**config.mk**
```make
export PLATFORM = sky130hd
export DESIGN_NAME = ddp_ctrl
export DESIGN_NICKNAME = d
export VERILOG_FILES = /design/src/rtl/ddp_pkg.sv /design/src/rtl/ddp_ctrl.sv /design/src/rtl/ddp_fifo.sv /design/src/rtl/ddp_sync.sv
export VERILOG_INCLUDE_DIRS = /design/src /design/src/rtl
export SDC_FILE = /design/constraint.sdc
export NUM_CORES = 1
export LEC_CHECK = 0
export ABC_AREA = 1
export BUFFER_PORTS_ARGS = -buffer_cell sky130_fd_sc_hd__buf_2
export CORE_MARGIN = 10
export CORE_UTILIZATION = 63
export CTS_BUF_LIST = sky130_fd_sc_hd__clkbuf_8
export DETAILED_ROUTE_END_ITERATION = 16
export PLACE_DENSITY_LB_ADDON = 0.25
export SLEW_MARGIN = 20
export SYNTH_ARGS = -nofsm -noshare
export SYNTH_HDL_FRONTEND = slang
export SYNTH_SLANG_ARGS = --single-unit
```
**constraint.sdc**
```tcl
create_clock -name clk_sys_i -period 6.8 [get_ports clk_sys_i]
set_clock_uncertainty 0.15 [all_clocks]
set_input_delay 0.68 -clock clk_sys_i [delete_from_list [all_inputs] [get_ports clk_sys_i]]
set_output_delay 0.68 -clock clk_sys_i [all_outputs]
set_load 0.02 [all_outputs]
```
**src/rtl/ddp_cfg.svh**
```systemverilog
// timing counts, reset levels and pin field positions for the ddr2 pin block
// assumes a 125 MHz system clock; included by bare name
`ifndef DDP_CFG_SVH
`define DDP_CFG_SVH
`define DDP_SYS_PERIOD_NS 8
`define DDP_MCK_HALF_NS 80
`define DDP_MCK_HALF_CYC ((`DDP_MCK_HALF_NS + `DDP_SYS_PERIOD_NS - 1) / `DDP_SYS_PERIOD_NS)
`define DDP_WL_CK 2
`define DDP_RD_TIMEOUT_CK 8
`define DDP_CS_IDLE 4'h0f
`define DDP_LANE0_LSB 0
`define DDP_LANE1_LSB 8
`define DDP_LANE_W 8
`endif

```
**src/rtl/ddp_pkg.sv**
```systemverilog
// types shared by the ddr2 pin block: operations, command and beat carriers, states
// no assumptions beyond a systemverilog package scope
package ddp_pkg;
	// memory operations offered to the user
	typedef enum logic [2:0] {
		DDP_OP_NOP = 3'h0,
		DDP_OP_ACT = 3'h1,
		DDP_OP_RD = 3'h2,
		DDP_OP_WR = 3'h3,
		DDP_OP_PRE = 3'h4,
		DDP_OP_REF = 3'h5,
		DDP_OP_LMR = 3'h6
	} ddp_op_t;
	// one command request
	typedef struct packed {
		ddp_op_t op; // operation
		logic [1:0] cs_sel; // external bank index
		logic [2:0] ba; // internal bank or mode register
		logic [15:0] addr; // row/column/mode value
	} ddp_cmd_t;
	// one write beat with its byte masks
	typedef struct packed {
		logic [1:0] mask; // high drops the lane
		logic [15:0] data; // write data
	} ddp_wbeat_t;
	// sequencer states
	typedef enum logic [2:0] {
		DDP_ST_IDLE = 3'b000,
		DDP_ST_CMD = 3'b001,
		DDP_ST_WLAT = 3'b010,
		DDP_ST_WDATA = 3'b011,
		DDP_ST_RWAIT = 3'b100
	} ddp_state_t;
endpackage : ddp_pkg

```
**src/rtl/ddp_ctrl.sv**
```systemverilog
// ddr2 pin sequencer: memory clocks, command pins, write and read data lanes
// assumes the user holds a command stable until acknowledged; pad logic resolves the enables
// Operation
// chip select high masks every command
// four active-low selects decoded from index
// data mask high drops lane write
// memory samples masks on both strobe edges
// mask 0 low byte, mask 1 high
// strobe 0 low byte, strobe 1 high
// strobe out with writes, in with reads
// strobes single-ended or differential by setting
// three-bit bank address per command
// bank address picks mode register on load
// row, column, write strobes encode operation
// clock enable active high, low in reset
// two differential memory clocks, software enabled
// termination driven independent of commands
// sixteen-bit address, low in reset
// sixteen-bit data bus released in reset
// standard encoding, sampled at rising clock
`timescale 1ns/100ps
`include "ddp_cfg.svh"
module ddp_ctrl
	import ddp_pkg::*;
#(
	parameter int WL_CK = `DDP_WL_CK,
	parameter int RD_TIMEOUT_CK = `DDP_RD_TIMEOUT_CK,
	parameter int FIFO_DEPTH = 8
) (
	input wire logic clk_sys_i, // system clock
	input wire logic sys_rst_i, // sync reset, active high
	input wire logic mck_en_i, // memory clock enable setting
	input wire logic strobe_diff_i, // differential strobe setting
	input wire logic cke_en_i, // request clock enable high
	input wire logic odt_en_i, // request termination on
	input wire logic cmd_valid_i, // command request
	input wire ddp_cmd_t cmd_i, // command fields
	output logic cmd_ack_o, // command taken pulse
	input wire logic wr_valid_i, // write beat valid
	input wire ddp_wbeat_t wr_i, // write beat
	output logic wr_ready_o, // write fifo ready
	output logic rd_valid_o, // read pair pulse
	output logic [31:0] rd_data_o, // {second beat, first beat}
	output logic rd_timeout_o, // read strobes missing pulse
	output logic [1:0] mck_o, // memory clocks, true side
	output logic [1:0] mck_n_o, // memory clocks, complement
	output logic mck_oe_o, // memory clock drive
	output logic [3:0] cs_n_o, // chip selects
	output logic ras_n_o, // row strobe
	output logic cas_n_o, // column strobe
	output logic we_n_o, // write enable
	output logic [2:0] ba_o, // bank address
	output logic [15:0] addr_o, // address bus
	output logic ctl_oe_o, // command/address drive
	output logic cke_o, // clock enable
	output logic odt_o, // on-die termination
	output logic [15:0] dq_o, // data out
	output logic dq_oe_o, // data drive
	input wire logic [15:0] dq_i, // data pins in
	output logic [1:0] dm_o, // data masks
	output logic [1:0] dqs_o, // strobes, true side
	output logic [1:0] dqs_n_o, // strobes, complement
	output logic dqs_oe_o, // true strobe drive
	output logic dqs_n_oe_o, // complement strobe drive
	input wire logic [1:0] dqs_i, // strobe pins in
	input wire logic [1:0] dqs_n_i // complement strobe pins in
);
	localparam int HALF = `DDP_MCK_HALF_CYC; // system cycles per clock half
	localparam int DW = $clog2(HALF);
	localparam int LW = $clog2(FIFO_DEPTH + 1);

	// command pin encoding {ras,cas,we}
	function automatic logic [2:0] ddp_op_code(input ddp_op_t op);
		logic [2:0] c;
		c = 3'h7;
		unique case (op)
			DDP_OP_ACT: c = 3'h3;
			DDP_OP_RD: c = 3'h5;
			DDP_OP_WR: c = 3'h4;
			DDP_OP_PRE: c = 3'h2;
			DDP_OP_REF: c = 3'h1;
			DDP_OP_LMR: c = 3'h0;
			default: c = 3'h7;
		endcase
		return c;
	endfunction : ddp_op_code

	// one low select line for a bank index
	function automatic logic [3:0] ddp_cs_dec(input logic [1:0] sel);
		return ~(4'h1 << sel);
	endfunction : ddp_cs_dec

	ddp_state_t st_q; // sequencer state
	logic [DW-1:0] div_q; // clock half divider
	logic tick; // clock half boundary
	logic fall; // memory clock about to fall
	logic mck_q; // memory clock level
	ddp_op_t op_q; // operation in flight
	logic [3:0] lat_q; // write latency countdown
	logic [2:0] wph_q; // write beat phase
	logic [3:0] rto_q; // read timeout count
	logic pop; // take a beat from the fifo
	logic fifo_valid; // fifo head valid
	ddp_wbeat_t fifo_data; // fifo head
	logic [LW-1:0] fifo_level; // beats buffered
	logic [19:0] pin_s; // synchronised dq and strobes
	logic [1:0] lane_stb; // strobe level per lane
	logic [1:0] lane_prev_q; // previous strobe level
	logic [1:0] edge_cnt_q [2]; // edges seen per lane
	logic [31:0] rbuf_q; // captured beats
	logic cap_q; // capture window open
	logic rd_done; // both lanes saw two edges
	logic can_issue; // command may launch now

	assign tick = (div_q == DW'(HALF - 1));
	assign fall = tick && mck_q;

	// clock half divider
	always_ff @(posedge clk_sys_i)
	begin
		if (sys_rst_i)
			div_q <= '0;
		else
			div_q <= tick ? '0 : div_q + 1'b1;
	end

	// free running memory clock, gated by the software enable
	always_ff @(posedge clk_sys_i)
	begin
		if (sys_rst_i)
		begin
			mck_q <= 1'b0;
			mck_o <= 2'b00;
			mck_n_o <= 2'b00;
			mck_oe_o <= 1'b0;
		end
		else
		begin
			mck_oe_o <= mck_en_i;
			if (!mck_en_i)
			begin
				// parked pair stays complementary, so the first driven cycle is a true pair
				mck_q <= 1'b0;
				mck_o <= 2'b00;
				mck_n_o <= 2'b11;
			end
			else if (tick)
			begin
				mck_q <= ~mck_q;
				mck_o <= {2{!mck_q}};
				mck_n_o <= {2{mck_q}};
			end
		end
	end

	// clock enable and termination follow their settings only
	always_ff @(posedge clk_sys_i)
	begin
		if (sys_rst_i)
		begin
			cke_o <= 1'b0;
			odt_o <= 1'b0;
			ctl_oe_o <= 1'b0;
		end
		else
		begin
			cke_o <= cke_en_i;
			odt_o <= odt_en_i;
			ctl_oe_o <= 1'b1;
		end
	end

	// write beat buffer
	ddp_fifo #(
		.W($bits(ddp_wbeat_t)),
		.DEPTH(FIFO_DEPTH)
	) u_fifo (
		.clk_sys_i(clk_sys_i),
		.sys_rst_i(sys_rst_i),
		.in_valid_i(wr_valid_i),
		.in_ready_o(wr_ready_o),
		.in_data_i(wr_i),
		.out_valid_o(fifo_valid),
		.out_ready_i(pop),
		.out_data_o(fifo_data),
		.level_o(fifo_level)
	);

	// pin inputs from the memory side
	ddp_sync #(
		.W(20)
	) u_sync (
		.clk_sys_i(clk_sys_i),
		.d_i({dqs_n_i, dqs_i, dq_i}),
		.q_o(pin_s)
	);

	// strobe level per lane, differential mode needs both sides agreeing
	assign lane_stb = strobe_diff_i ? (pin_s[17:16] & ~pin_s[19:18]) : pin_s[17:16];
	assign rd_done = (edge_cnt_q[0] == 2'd2) && (edge_cnt_q[1] == 2'd2);
	// writes wait for both beats to be buffered
	assign can_issue = cmd_valid_i && mck_en_i && !cmd_ack_o
		&& ((cmd_i.op != DDP_OP_WR) || (fifo_level >= LW'(2)));
	assign pop = tick && fifo_valid && (((st_q == DDP_ST_WLAT) && (lat_q == 4'h1) && fall)
		|| ((st_q == DDP_ST_WDATA) && (wph_q == 3'd2)));

	// sequencer; command pins change on the falling memory clock
	always_ff @(posedge clk_sys_i)
	begin
		if (sys_rst_i)
		begin
			st_q <= DDP_ST_IDLE;
			op_q <= DDP_OP_NOP;
			cmd_ack_o <= 1'b0;
			cs_n_o <= `DDP_CS_IDLE;
			{ras_n_o, cas_n_o, we_n_o} <= 3'h7;
			ba_o <= 3'h0;
			addr_o <= 16'h0000;
			lat_q <= 4'h0;
			rto_q <= 4'h0;
			rd_timeout_o <= 1'b0;
		end
		else
		begin
			cmd_ack_o <= 1'b0;
			rd_timeout_o <= 1'b0;
			unique case (st_q)
				// wait for a request at a falling edge
				DDP_ST_IDLE:
				begin
					if (fall && can_issue)
					begin
						cs_n_o <= ddp_cs_dec(cmd_i.cs_sel);
						{ras_n_o, cas_n_o, we_n_o} <= ddp_op_code(cmd_i.op);
						ba_o <= cmd_i.ba;
						addr_o <= cmd_i.addr;
						op_q <= cmd_i.op;
						cmd_ack_o <= 1'b1;
						st_q <= DDP_ST_CMD;
					end
				end
				// command held for one full clock, then deselect
				DDP_ST_CMD:
				begin
					if (fall)
					begin
						cs_n_o <= `DDP_CS_IDLE;
						{ras_n_o, cas_n_o, we_n_o} <= 3'h7;
						lat_q <= 4'(WL_CK - 1);
						rto_q <= 4'(RD_TIMEOUT_CK);
						if (op_q == DDP_OP_WR)
							st_q <= DDP_ST_WLAT;
						else if (op_q == DDP_OP_RD)
							st_q <= DDP_ST_RWAIT;
						else
							st_q <= DDP_ST_IDLE;
					end
				end
				// write latency in whole clocks
				DDP_ST_WLAT:
				begin
					if (fall)
					begin
						if (lat_q == 4'h1)
							st_q <= DDP_ST_WDATA;
						else
							lat_q <= lat_q - 1'b1;
					end
				end
				// beats run from the phase counter
				DDP_ST_WDATA:
				begin
					if (tick && (wph_q == 3'd4))
						st_q <= DDP_ST_IDLE;
				end
				// collect strobes or give up
				DDP_ST_RWAIT:
				begin
					if (rd_done)
						st_q <= DDP_ST_IDLE;
					else if (fall)
					begin
						if (rto_q == 4'h0)
						begin
							rd_timeout_o <= 1'b1;
							st_q <= DDP_ST_IDLE;
						end
						else
							rto_q <= rto_q - 1'b1;
					end
				end
				default: st_q <= DDP_ST_IDLE;
			endcase
		end
	end

	// write lanes: data, masks and centred strobes
	always_ff @(posedge clk_sys_i)
	begin
		if (sys_rst_i)
		begin
			wph_q <= 3'd0;
			dq_o <= 16'h0000;
			dq_oe_o <= 1'b0;
			dm_o <= 2'b00;
			dqs_o <= 2'b00;
			dqs_n_o <= 2'b00;
			dqs_oe_o <= 1'b0;
			dqs_n_oe_o <= 1'b0;
		end
		else if (tick)
		begin
			// first beat launched at the falling edge ending latency
			if ((st_q == DDP_ST_WLAT) && (lat_q == 4'h1) && fall)
			begin
				dq_o <= fifo_data.data;
				dm_o <= fifo_data.mask;
				dq_oe_o <= 1'b1;
				dqs_o <= 2'b00;
				dqs_n_o <= {2{strobe_diff_i}};
				dqs_oe_o <= 1'b1;
				dqs_n_oe_o <= strobe_diff_i;
				wph_q <= 3'd1;
			end
			else if (st_q == DDP_ST_WDATA)
			begin
				wph_q <= wph_q + 1'b1;
				unique case (wph_q)
					// rising strobe on both lanes samples beat one
					3'd1:
					begin
						dqs_o <= 2'b11;
						dqs_n_o <= 2'b00;
					end
					// second beat
					3'd2:
					begin
						dq_o <= fifo_data.data;
						dm_o <= fifo_data.mask;
					end
					// falling strobe samples beat two
					3'd3:
					begin
						dqs_o <= 2'b00;
						dqs_n_o <= {2{strobe_diff_i}};
					end
					// release the lanes
					default:
					begin
						dq_oe_o <= 1'b0;
						dqs_oe_o <= 1'b0;
						dqs_n_oe_o <= 1'b0;
						dqs_n_o <= 2'b00;
						dm_o <= 2'b00;
						wph_q <= 3'd0;
					end
				endcase
			end
		end
	end

	// read capture: each lane is timed by its own strobe
	always_ff @(posedge clk_sys_i)
	begin
		if (sys_rst_i)
		begin
			cap_q <= 1'b0;
			lane_prev_q <= 2'b00;
			edge_cnt_q[0] <= 2'd0;
			edge_cnt_q[1] <= 2'd0;
			rbuf_q <= 32'h0000_0000;
		end
		else
		begin
			lane_prev_q <= lane_stb;
			cap_q <= (st_q == DDP_ST_RWAIT) && !rd_done;
			if (!cap_q)
			begin
				edge_cnt_q[0] <= 2'd0;
				edge_cnt_q[1] <= 2'd0;
			end
			else
			begin
				for (int l = 0; l < 2; l++)
				begin
					if ((lane_stb[l] != lane_prev_q[l]) && (edge_cnt_q[l] != 2'd2))
					begin
						// lane l owns data byte l, beat index from edge count
						rbuf_q[16*edge_cnt_q[l][0] + `DDP_LANE_W*l +: `DDP_LANE_W] <=
							pin_s[`DDP_LANE_W*l +: `DDP_LANE_W];
						edge_cnt_q[l] <= edge_cnt_q[l] + 1'b1;
					end
				end
			end
		end
	end

	// hand the read pair to the user
	always_ff @(posedge clk_sys_i)
	begin
		if (sys_rst_i)
		begin
			rd_valid_o <= 1'b0;
			rd_data_o <= 32'h0000_0000;
		end
		else
		begin
			rd_valid_o <= (st_q == DDP_ST_RWAIT) && rd_done;
			if ((st_q == DDP_ST_RWAIT) && rd_done)
				rd_data_o <= rbuf_q;
		end
	end
endmodule : ddp_ctrl

```
**src/rtl/ddp_fifo.sv**
```systemverilog
// write beat fifo with registered output word and registered ready
// assumes one clock and a synchronous active high reset
`timescale 1ns/100ps
module ddp_fifo #(
	parameter int W = 18,
	parameter int DEPTH = 8
) (
	input wire logic clk_sys_i, // system clock
	input wire logic sys_rst_i, // sync reset
	input wire logic in_valid_i, // fill side valid
	output logic in_ready_o, // fill side ready
	input wire logic [W-1:0] in_data_i, // fill data
	output logic out_valid_o, // drain side valid
	input wire logic out_ready_i, // drain side pop
	output logic [W-1:0] out_data_o, // drain data
	output logic [$clog2(DEPTH+1)-1:0] level_o // words held in total
);
	localparam int AW = $clog2(DEPTH);
	localparam int CW = $clog2(DEPTH+1);
	logic [W-1:0] mem_q [DEPTH]; // storage
	logic [AW-1:0] wp_q; // write pointer
	logic [AW-1:0] rp_q; // read pointer
	logic [CW-1:0] cnt_q; // words in storage
	logic push; // accepted fill
	logic out_take; // drain pops the output word
	logic load; // move storage head into output
	logic [CW-1:0] cnt_d; // next storage count
	logic ov_d; // next output word valid
	logic [CW-1:0] lvl_d; // next total held, output word included
	assign push = in_valid_i && in_ready_o;
	assign out_take = out_valid_o && out_ready_i;
	assign load = (cnt_q != '0) && (!out_valid_o || out_take);
	assign cnt_d = cnt_q + CW'(push) - CW'(load);
	assign ov_d = load || (out_valid_o && !out_take);
	assign lvl_d = cnt_d + CW'(ov_d);
	assign level_o = cnt_q + CW'(out_valid_o);
	// storage write
	always_ff @(posedge clk_sys_i)
	begin
		if (push)
			mem_q[wp_q] <= in_data_i;
	end
	// pointers and count; ready is registered so it reaches the source honestly
	always_ff @(posedge clk_sys_i)
	begin
		if (sys_rst_i)
		begin
			wp_q <= '0;
			rp_q <= '0;
			cnt_q <= '0;
			in_ready_o <= 1'b0;
		end
		else
		begin
			if (push)
				wp_q <= (wp_q == AW'(DEPTH-1)) ? '0 : wp_q + 1'b1;
			if (load)
				rp_q <= (rp_q == AW'(DEPTH-1)) ? '0 : rp_q + 1'b1;
			cnt_q <= cnt_d;
			// depth counts the output word too, so never more than depth words held
			in_ready_o <= (lvl_d < CW'(DEPTH));
		end
	end
	// registered output word
	always_ff @(posedge clk_sys_i)
	begin
		if (sys_rst_i)
		begin
			out_valid_o <= 1'b0;
			out_data_o <= '0;
		end
		else if (load)
		begin
			out_valid_o <= 1'b1;
			out_data_o <= mem_q[rp_q];
		end
		else if (out_take)
			out_valid_o <= 1'b0;
	end
endmodule : ddp_fifo

```
**src/rtl/ddp_sync.sv**
```systemverilog
// two flip-flop synchroniser for pins from outside the system clock domain
// assumes inputs are quasi-static per bit; no reset needed
`timescale 1ns/100ps
module ddp_sync #(
	parameter int W = 1
) (
	input wire logic clk_sys_i, // system clock
	input wire logic [W-1:0] d_i, // asynchronous input
	output logic [W-1:0] q_o // synchronised output
);
	logic [W-1:0] meta_q; // first stage, read only by the second
	// two stage capture
	always_ff @(posedge clk_sys_i)
	begin
		meta_q <= d_i;
		q_o <= meta_q;
	end
endmodule : ddp_sync

```
==> summary.md, run 1 <==
| Metric | Value |
|---|---|
| Status | completed |
| GR Util All Layers | roughly 20% |
| Fraction of synthesized cell area in xor and xnor cells | less than 1% |
| Synth Area in Simple Gates | approximately 20% |
| Synth async-reset ratio | 0% |
| CTS Hold Buffers Added | 0 |
| Layout area overhead | 14.3% |
| Fin Setup TNS | 0 ns |
| First-pass GRT wire length | just under 50 mm |
| CTS Buffer Depth | 3 |
| Worst slew margin | around a quarter |
| Die area | 0.0283 sq mm |
| Area of the multi-input gates | roughly 0.0043 sq mm |
| Reg-to-Reg Start | div_q[0] |
| TritonCTS Buffers | 53 |
| Worst-Skew Late Latency | approximately 0.58 ns |
| Max Cap Viol | 0 |
| Fmax | 267 MHz |
| Worst-path maximum fanout | 24 |
| PortBufs | around 160 |
| Avg WL per Cell | 15.2 um |
| Worst Path Required | 7.12 ns |
| Core Footprint | around 0.022 sq mm |
| Final design utilization | between 70% and 80% |
| Post-CTS Setup Inserts | 0 |
| Die width | about 170 um |
| Largest family of logic cells by synthesized area | simple AND/OR/NAND/NOR gates |
| Data arrival, critical path | 4.06 ns |
| DRT Pass-1 Iters | 5 |
| Initial Util | 63.8% |
| Setup WS post-layout | approximately 3.1 ns |
| Cell Rows | 54 |
| Layout cells sized above 1 | 17.2% |
| Hold path depth | 1 |
| Vias per cell | 5.28 |
| DP Area | between 0.01 and 0.015 sq mm |
| Setup crit end kind | flop |
| Hold Crit Start | dq_i[10] |
| Clock sink count | 363 |
| Clock Tree Root | clkbuf_8 |
| Post-route clock period utilization | between 50 and 60% |
| Synthesized Nets | around 1500 |
| Syn Inst Count | about 1500 |
| Power Density | around 350 mW/mm^2 |
| Register area share after synthesis | a little over three fifths |
| Mux cell area share after synthesis | 0% |
| IO Count | 165 |
| Fill cells | 1582 |
| Post-Synth Adder-Cell Area | approximately 2.3% |
| Endpoints failing setup | 0 |
| Setup crit start kind | flop |
| WHS Endpoint | u_sync.meta_q[10] |
| R2R depth | 17 |
| Grt ovf | 0 |
| Placed wire-length estimate | about 19 mm |
| Worst R2R Setup Slack | approximately 3.1 ns |
| Number of synthesis warnings | 0 |
| Fin. Hold Viols | 0 |
| Nets@finish | about 1700 |
| Initial antenna violation count | 4 |
| Cell Area, Synth | approximately 0.014 sq mm |
| RSZ-0062 raised after global routing | false |
| Number of synthesized flops with an enable pin | ~150 |
| Leak Pwr | approximately 0.0068 uW |
| Largest net degree at the start of global routing | 99 |
| Post-synthesis cell type count | 45 |
| Pin slew with the least headroom to its limit | between 1 and 1.5 ns |
| Finished Cell Area | about 0.016 sq mm |
| Final GP Congestion | 0.838 |
| Setup Crit Path Kind | reg2reg |
| Avg Cell Area, Syn | 9.54 sq um |
| Reg clk slew, reported paths | approximately 0.060 ns |
| Final min period | 3.74 ns |
| CTS H-tree depth | 2 |
| Peak supply drop | around 210 uV |
| Number of global-route vias before repair | slightly below 10000 |
| Compound-gate portion of the synthesized area | under 10% |
| Worst Hold Class | in2reg |
| Flip-flop and latch area | about 0.009 sq mm |
| Reg2Reg Capture Point | u_fifo.in_ready_o |
| Iteration-0 DRC Markers | 787 |
| Routed WL | between 20 and 30 mm |
| Seq cells post-synth | approximately 360 |
| Final slew viol count | 0 |
| Routed Antenna Nets | 0 |
| Die H | 168 um |
| CTS tree | done |
| # DRC | 0 |
| DP Worst Slack | just over 3 ns |
| Post-CTS resize count | 0 |
| Total number of vias | about 10000 |
| Placed insts | around 1800 |
| Non-Filler Instances | ~1900 |
| Top FF cell, synth | dfxtp_1 |
## layout make-up
class	instances	area share, %
antenna	1	0.0158
clock buffer	58	5.05
clock inverter	42	1.55
multi-input combinational	898	27.2
sequential	363	55.3
timing repair buffer	178	5.85
tap	280	2.21
inverter	115	2.78
## cell families after synthesis
kind of cell	count (synthesis)
flops	363
buf+inv	190
fa+ha+maj	25
simple gates	649
compound gates	222
xor+xnor	2
## flip-flops by register name, indices dropped and copies added, names as in the netlist, 2 cells and up
register / cells
cs_n_o: 4
u_fifo.rp_q: 3
u_fifo.out_data_o: 18
lane_prev_q: 2
u_fifo.wp_q: 3
rbuf_q: 32
dq_o: 16
u_sync.meta_q: 20
dm_o: 2
u_sync.q_o: 20
lat_q: 4
rd_data_o: 32
edge_cnt_q: 4
ba_o: 3
u_fifo.mem_q: 144
wph_q: 3
op_q: 3
addr_o: 16
rto_q: 4
st_q: 3
u_fifo.cnt_q: 4
div_q: 4
## how the worst max path moves through the flow
stage | slack [ns] | start | endpoint | cells past startpoint
after floorplan | 3.82 | div_q[0] | u_fifo.in_ready_o | 18
after global placement | 3.23 | div_q[0] | u_fifo.in_ready_o | 17
after detailed placement | 3.05 | div_q[0] | u_fifo.in_ready_o | 17
after CTS | 3.04 | div_q[0] | u_fifo.in_ready_o | 17
after global routing | 2.65 | div_q[0] | u_fifo.in_ready_o | 17
final | 3.06 | div_q[0] | u_fifo.in_ready_o | 17
## placed cells by master (no fill, tap or decap), drive strengths merged, types with 4 or more instances in the layout
master / count
nand2: 316
nand3: 150
nand4: 6
nor2: 161
ha: 24
clkbuf: 58
a21oi: 92
o211ai: 4
clkinv: 23
edfxtp: 148
o21ai: 99
nor3: 7
dfxtp: 215
inv: 132
buf: 178
o21a: 18
## where the power goes
group          switching, uW  total, uW  internal (uW)  leakage [uW]
Combinational            884       1320            434       0.00314
Sequential              78.5       2500           2420       0.00311
Clock                    798       1670            870      0.000600
Total                   1760       5490           3730       0.00684
## synth_stat cells (3+ instances only)
cell | number | area, sq um
nand2_1 | 307 | 1150
dfxtp_1 | 215 | 4300
nor2_1 | 156 | 586
nand3_1 | 149 | 746
edfxtp_1 | 148 | 4440
inv_1 | 106 | 398
a21oi_1 | 91 | 455
o21ai_0 | 89 | 445
clkbuf_1 | 35 | 131
ha_1 | 24 | 300
buf_2 | 23 | 115
o21a_1 | 18 | 135
o21ai_1 | 10 | 50.1
buf_1 | 8 | 30.0
nor3_1 | 7 | 35.0
buf_4 | 6 | 45.0
nand2_2 | 6 | 37.5
inv_2 | 5 | 18.8
nand4_1 | 5 | 31.3
a31oi_1 | 3 | 18.8
buf_6 | 3 | 33.8
nand2_4 | 3 | 33.8
nor2_2 | 3 | 18.8
o211ai_1 | 3 | 22.5
or2_2 | 3 | 18.8
## critical path, stage by stage, from the launching register on
cell	delay, ns
dfxtp_1	0.38
ha_1	0.29
nand2_2	0.10
nor2_4	0.12
nand2_2	0.13
o211ai_4	0.52
nand2_2	0.09
inv_2	0.30
ha_1	0.30
inv_1	0.06
ha_1	0.17
inv_1	0.06
fa_1	0.38
xor2_1	0.16
nor3_1	0.19
nand3_1	0.11
nand2_1	0.08
inv_1	0.03
## metal layers
| layer | part of all wire [%] | up-vias | global-route usage [%] |
|---|---|---|---|
| li1 | - | 5128 | - |
| met1 | 44 | 4689 | 25.9 |
| met2 | 47 | 340 | 32.3 |
| met3 | 7.4 | 54 | 5.33 |
| met4 | 1.9 | 6 | 6.78 |
| met5 | 0.12 | - | 0 |
## metrics by stage
| step | power [uW] | hold WS [ns] |
|---|---|---|
| final | 5490 | 0.0415 |
| after global placement | 3810 | 0.160 |
| after CTS | 5520 | 0.0135 |
| after floorplan | 3520 | 0.160 |
| after global routing | 5810 | 0.00273 |
| after detailed placement | 3850 | 0.162 |
Power figures use the tool's default switching activity.
==> run 2: changes to the inputs <==
CORE_UTILIZATION = 60   (was 63)
clock period = 3.9 ns   (was 6.8 ns; I/O delays follow)
==> run 2 against run 1 <==
  * Global-route usage increased by 0.59 points
  * Sequential share of layout area shrank 2.3 points
  * Sequential power up 75%
==> summary.md, run 2 (synthesis results as in run 1) <==
| Metric | Value |
|---|---|
| Routed WL | 31.3 mm (+6.2%) |
| Final GP Congestion | 0.834 (-0.50%) |
| Setup crit end kind | flop |
| PortBufs | 164 (unchanged) |
| DRT Pass-1 Iters | 5 (unchanged) |
| Post-CTS resize count | 0 (unchanged) |
| GR Util All Layers | 20.7% (+0.59 points) |
| Worst Hold Class | in2reg |
| Layout cells sized above 1 | 16.9% (-0.34 points) |
| Core Footprint | 0.0226 sq mm (+4.4%) |
| Max Cap Viol | 0 (unchanged) |
| Number of global-route vias before repair | 10200 (+3.4%) |
| Routed Antenna Nets | 0 (unchanged) |
| DP Worst Slack | 0.208 ns (-2.85 ns) |
| Placed wire-length estimate | 19.0 mm (-0.72%) |
| Avg WL per Cell | 15.6 um (+2.5%) |
| Setup crit start kind | flop |
| Finished Cell Area | 0.0165 sq mm (+4.4%) |
| IO Count | 165 (unchanged) |
| Worst-path maximum fanout | 22 (-8.3%) |
| Grt ovf | 0 (unchanged) |
| Worst-Skew Late Latency | 0.58 ns (about the same) |
| First-pass GRT wire length | 49.9 mm (+3.9%) |
| Reg-to-Reg Start | div_q[0] |
| Hold Crit Start | cmd_i[21] |
| Top delay family on crit path | adder cells |
| Pin slew with the least headroom to its limit | 0.971 ns (-0.136 ns) |
| DP Area | 0.0148 sq mm (+0.19%) |
| Crit-path slowest cell | dfxtp_1 |
| Final slew viol count | 0 (unchanged) |
| Max reg flops | 144 (unchanged) |
| Endpoints failing setup | 0 (unchanged) |
| Peak supply drop | 434 uV (+110%) |
| Leak Pwr | 0.00713 uW (+4.2%) |
| Number of buffers and inverters on the critical path | 4 (unchanged) |
| RSZ-0062 raised after global routing | false |
| Final min period | 3.58 ns (-0.164 ns) |
| Initial antenna violation count | 3 (-1) |
| Post-route clock period utilization | 91.8% (+37 points) |
| Worst path max stage delay | 0.38 ns (-0.14 ns) |
| # DRC | 0 (unchanged) |
| Status | completed |
| CTS Buffer Depth | 3 (unchanged) |
| Largest net degree at the start of global routing | 75 (-24%) |
| CTS H-tree depth | 2 (unchanged) |
| Top flop regs | u_fifo.mem_q (144), rbuf_q (32), rd_data_o (32) |
| TritonCTS Buffers | 53 (unchanged) |
| Clock Tree Root | clkbuf_8 |
| Die H | 172 um (+2.2%) |
| Commonest non-fill, non-tap cells in the layout | nand2_1 (307), dfxtp_1 (214), buf_2 (164), nor2_1 (155), nand3_1 (149) |
| Die width | 172 um (+2.2%) |
| Nets@finish | 1776 (+4.2%) |
| Worst Path Required | 4.23 ns (-2.89 ns) |
| Clock sink count | 363 (unchanged) |
| Reg clk slew, reported paths | 0.06 ns (about the same) |
| CTS tree | done |
| Vias per cell | 5.23 (-0.93%) |
| Die area | 0.0295 sq mm (+4.4%) |
| Setup Crit Path Kind | reg2reg |
| Data arrival, critical path | 3.91 ns (-0.15 ns) |
| Total number of vias | 10500 (+2.7%) |
| Worst R2R Setup Slack | 0.32 ns (-2.74 ns) |
| Worst slew margin | 35.0% (+9.1 points) |
| Final design utilization | 73.0% (about the same) |
| Cell Rows | 55 (+1.9%) |
| Fin Setup TNS | 0 ns (unchanged) |
| Commonest non-fill, non-tap cell in the layout | nand2_1 |
| Fin. Hold Viols | 0 (unchanged) |
| Initial Util | 61.1% (-2.7 points) |
| Biggest register | u_fifo.mem_q |
| CP cell instances | ha_1 > nand2_2 > nor2_4 > nand2_2 > o211ai_4 > nand2_2 > inv_2 > ha_1 > inv_1 > ha_1 > inv_1 > fa_1 > xor2_1 > nor3_1 > nand3_1 > nand2_1 > inv_1 |
| Power Density | 586 mW/mm^2 (+69%) |
| Layout area overhead | 19.4% |
| Setup WS post-layout | 0.320 ns (-2.74 ns) |
| Iteration-0 DRC Markers | 986 (+25%) |
| Setup crit start | div_q[0] |
| Fmax | 279 MHz (+4.6%) |
## run 2: changes by cell type in the layout (fill, tap and decap cells not counted), moves of 2 or more
cell,previous run,this run
nor2_1,153,155
dlygate4sd3_1,0,64
nor2_2,5,3
clkbuf_8,58,63
buf_4,14,21
clkinv_1,14,7
inv_8,1,3
inv_1,121,119
clkinv_2,8,6
diode_2,1,4
## run 2: layout make-up
class	instances	area (sq um)
flip-flops and latches	363	8750
fillers	1641	6120
multi-input cells	899	4320
repair buffers	249	1620
clock buffers	63	867
inverters	115	438
well taps	285	357
clock inverters	28	160
diodes	4	10.0
## run 2: per-stage QoR
step	cells	hold WS, ns	power [uW]
after CTS	1997	0.00123	9690
final	2006	0.0215	9680
after global routing	2004	0.0273	10300
after detailed placement	1842	0.162	6720
after floorplan	1451	0.160	6130
after global placement	1842	0.161	6650
## run 2: metal layers
metal / track usage (%) / wire length [um]
met5: 0 / 13
met4: 8.17 / 841
met3: 4.88 / 2310
met2: 33.2 / 14800
met1: 26.7 / 13400
## run 2: worst paths after layout
kind                            depth (start not counted)           endpoint
worst min-delay path                                    3            op_q[0]
worst max register to register                         17  u_fifo.in_ready_o
worst min register to register                          0      u_sync.q_o[2]
worst max-delay path                                   17  u_fifo.in_ready_o
## run 2: worst register-to-register path, cell delays in order (launching register included)
cell and delay (ns):
dfxtp_1 0.38, ha_1 0.29, nand2_2 0.10, nor2_4 0.12
nand2_2 0.16, o211ai_4 0.37, nand2_2 0.08, inv_2 0.30
ha_1 0.30, inv_1 0.06, ha_1 0.15, inv_1 0.06
fa_1 0.37, xor2_1 0.16, nor3_1 0.22, nand3_1 0.11
nand2_1 0.08, inv_1 0.03
## run 2: repair_timing
action / CTS / global route
buffers inserted: 0 / 4
hold endpoints to repair: 193 / 0
hold buffers: 64 / 0
endpoints found under the setup margin: 0 / 1
## run 2: where the power goes
group	internal (uW)	leakage (uW)	switching, uW	total [uW]
clock network	1530	0.000587	1390	2930
registers	4230	0.00310	141	4370
logic	825	0.00344	1560	2380
total	6590	0.00713	3090	9680
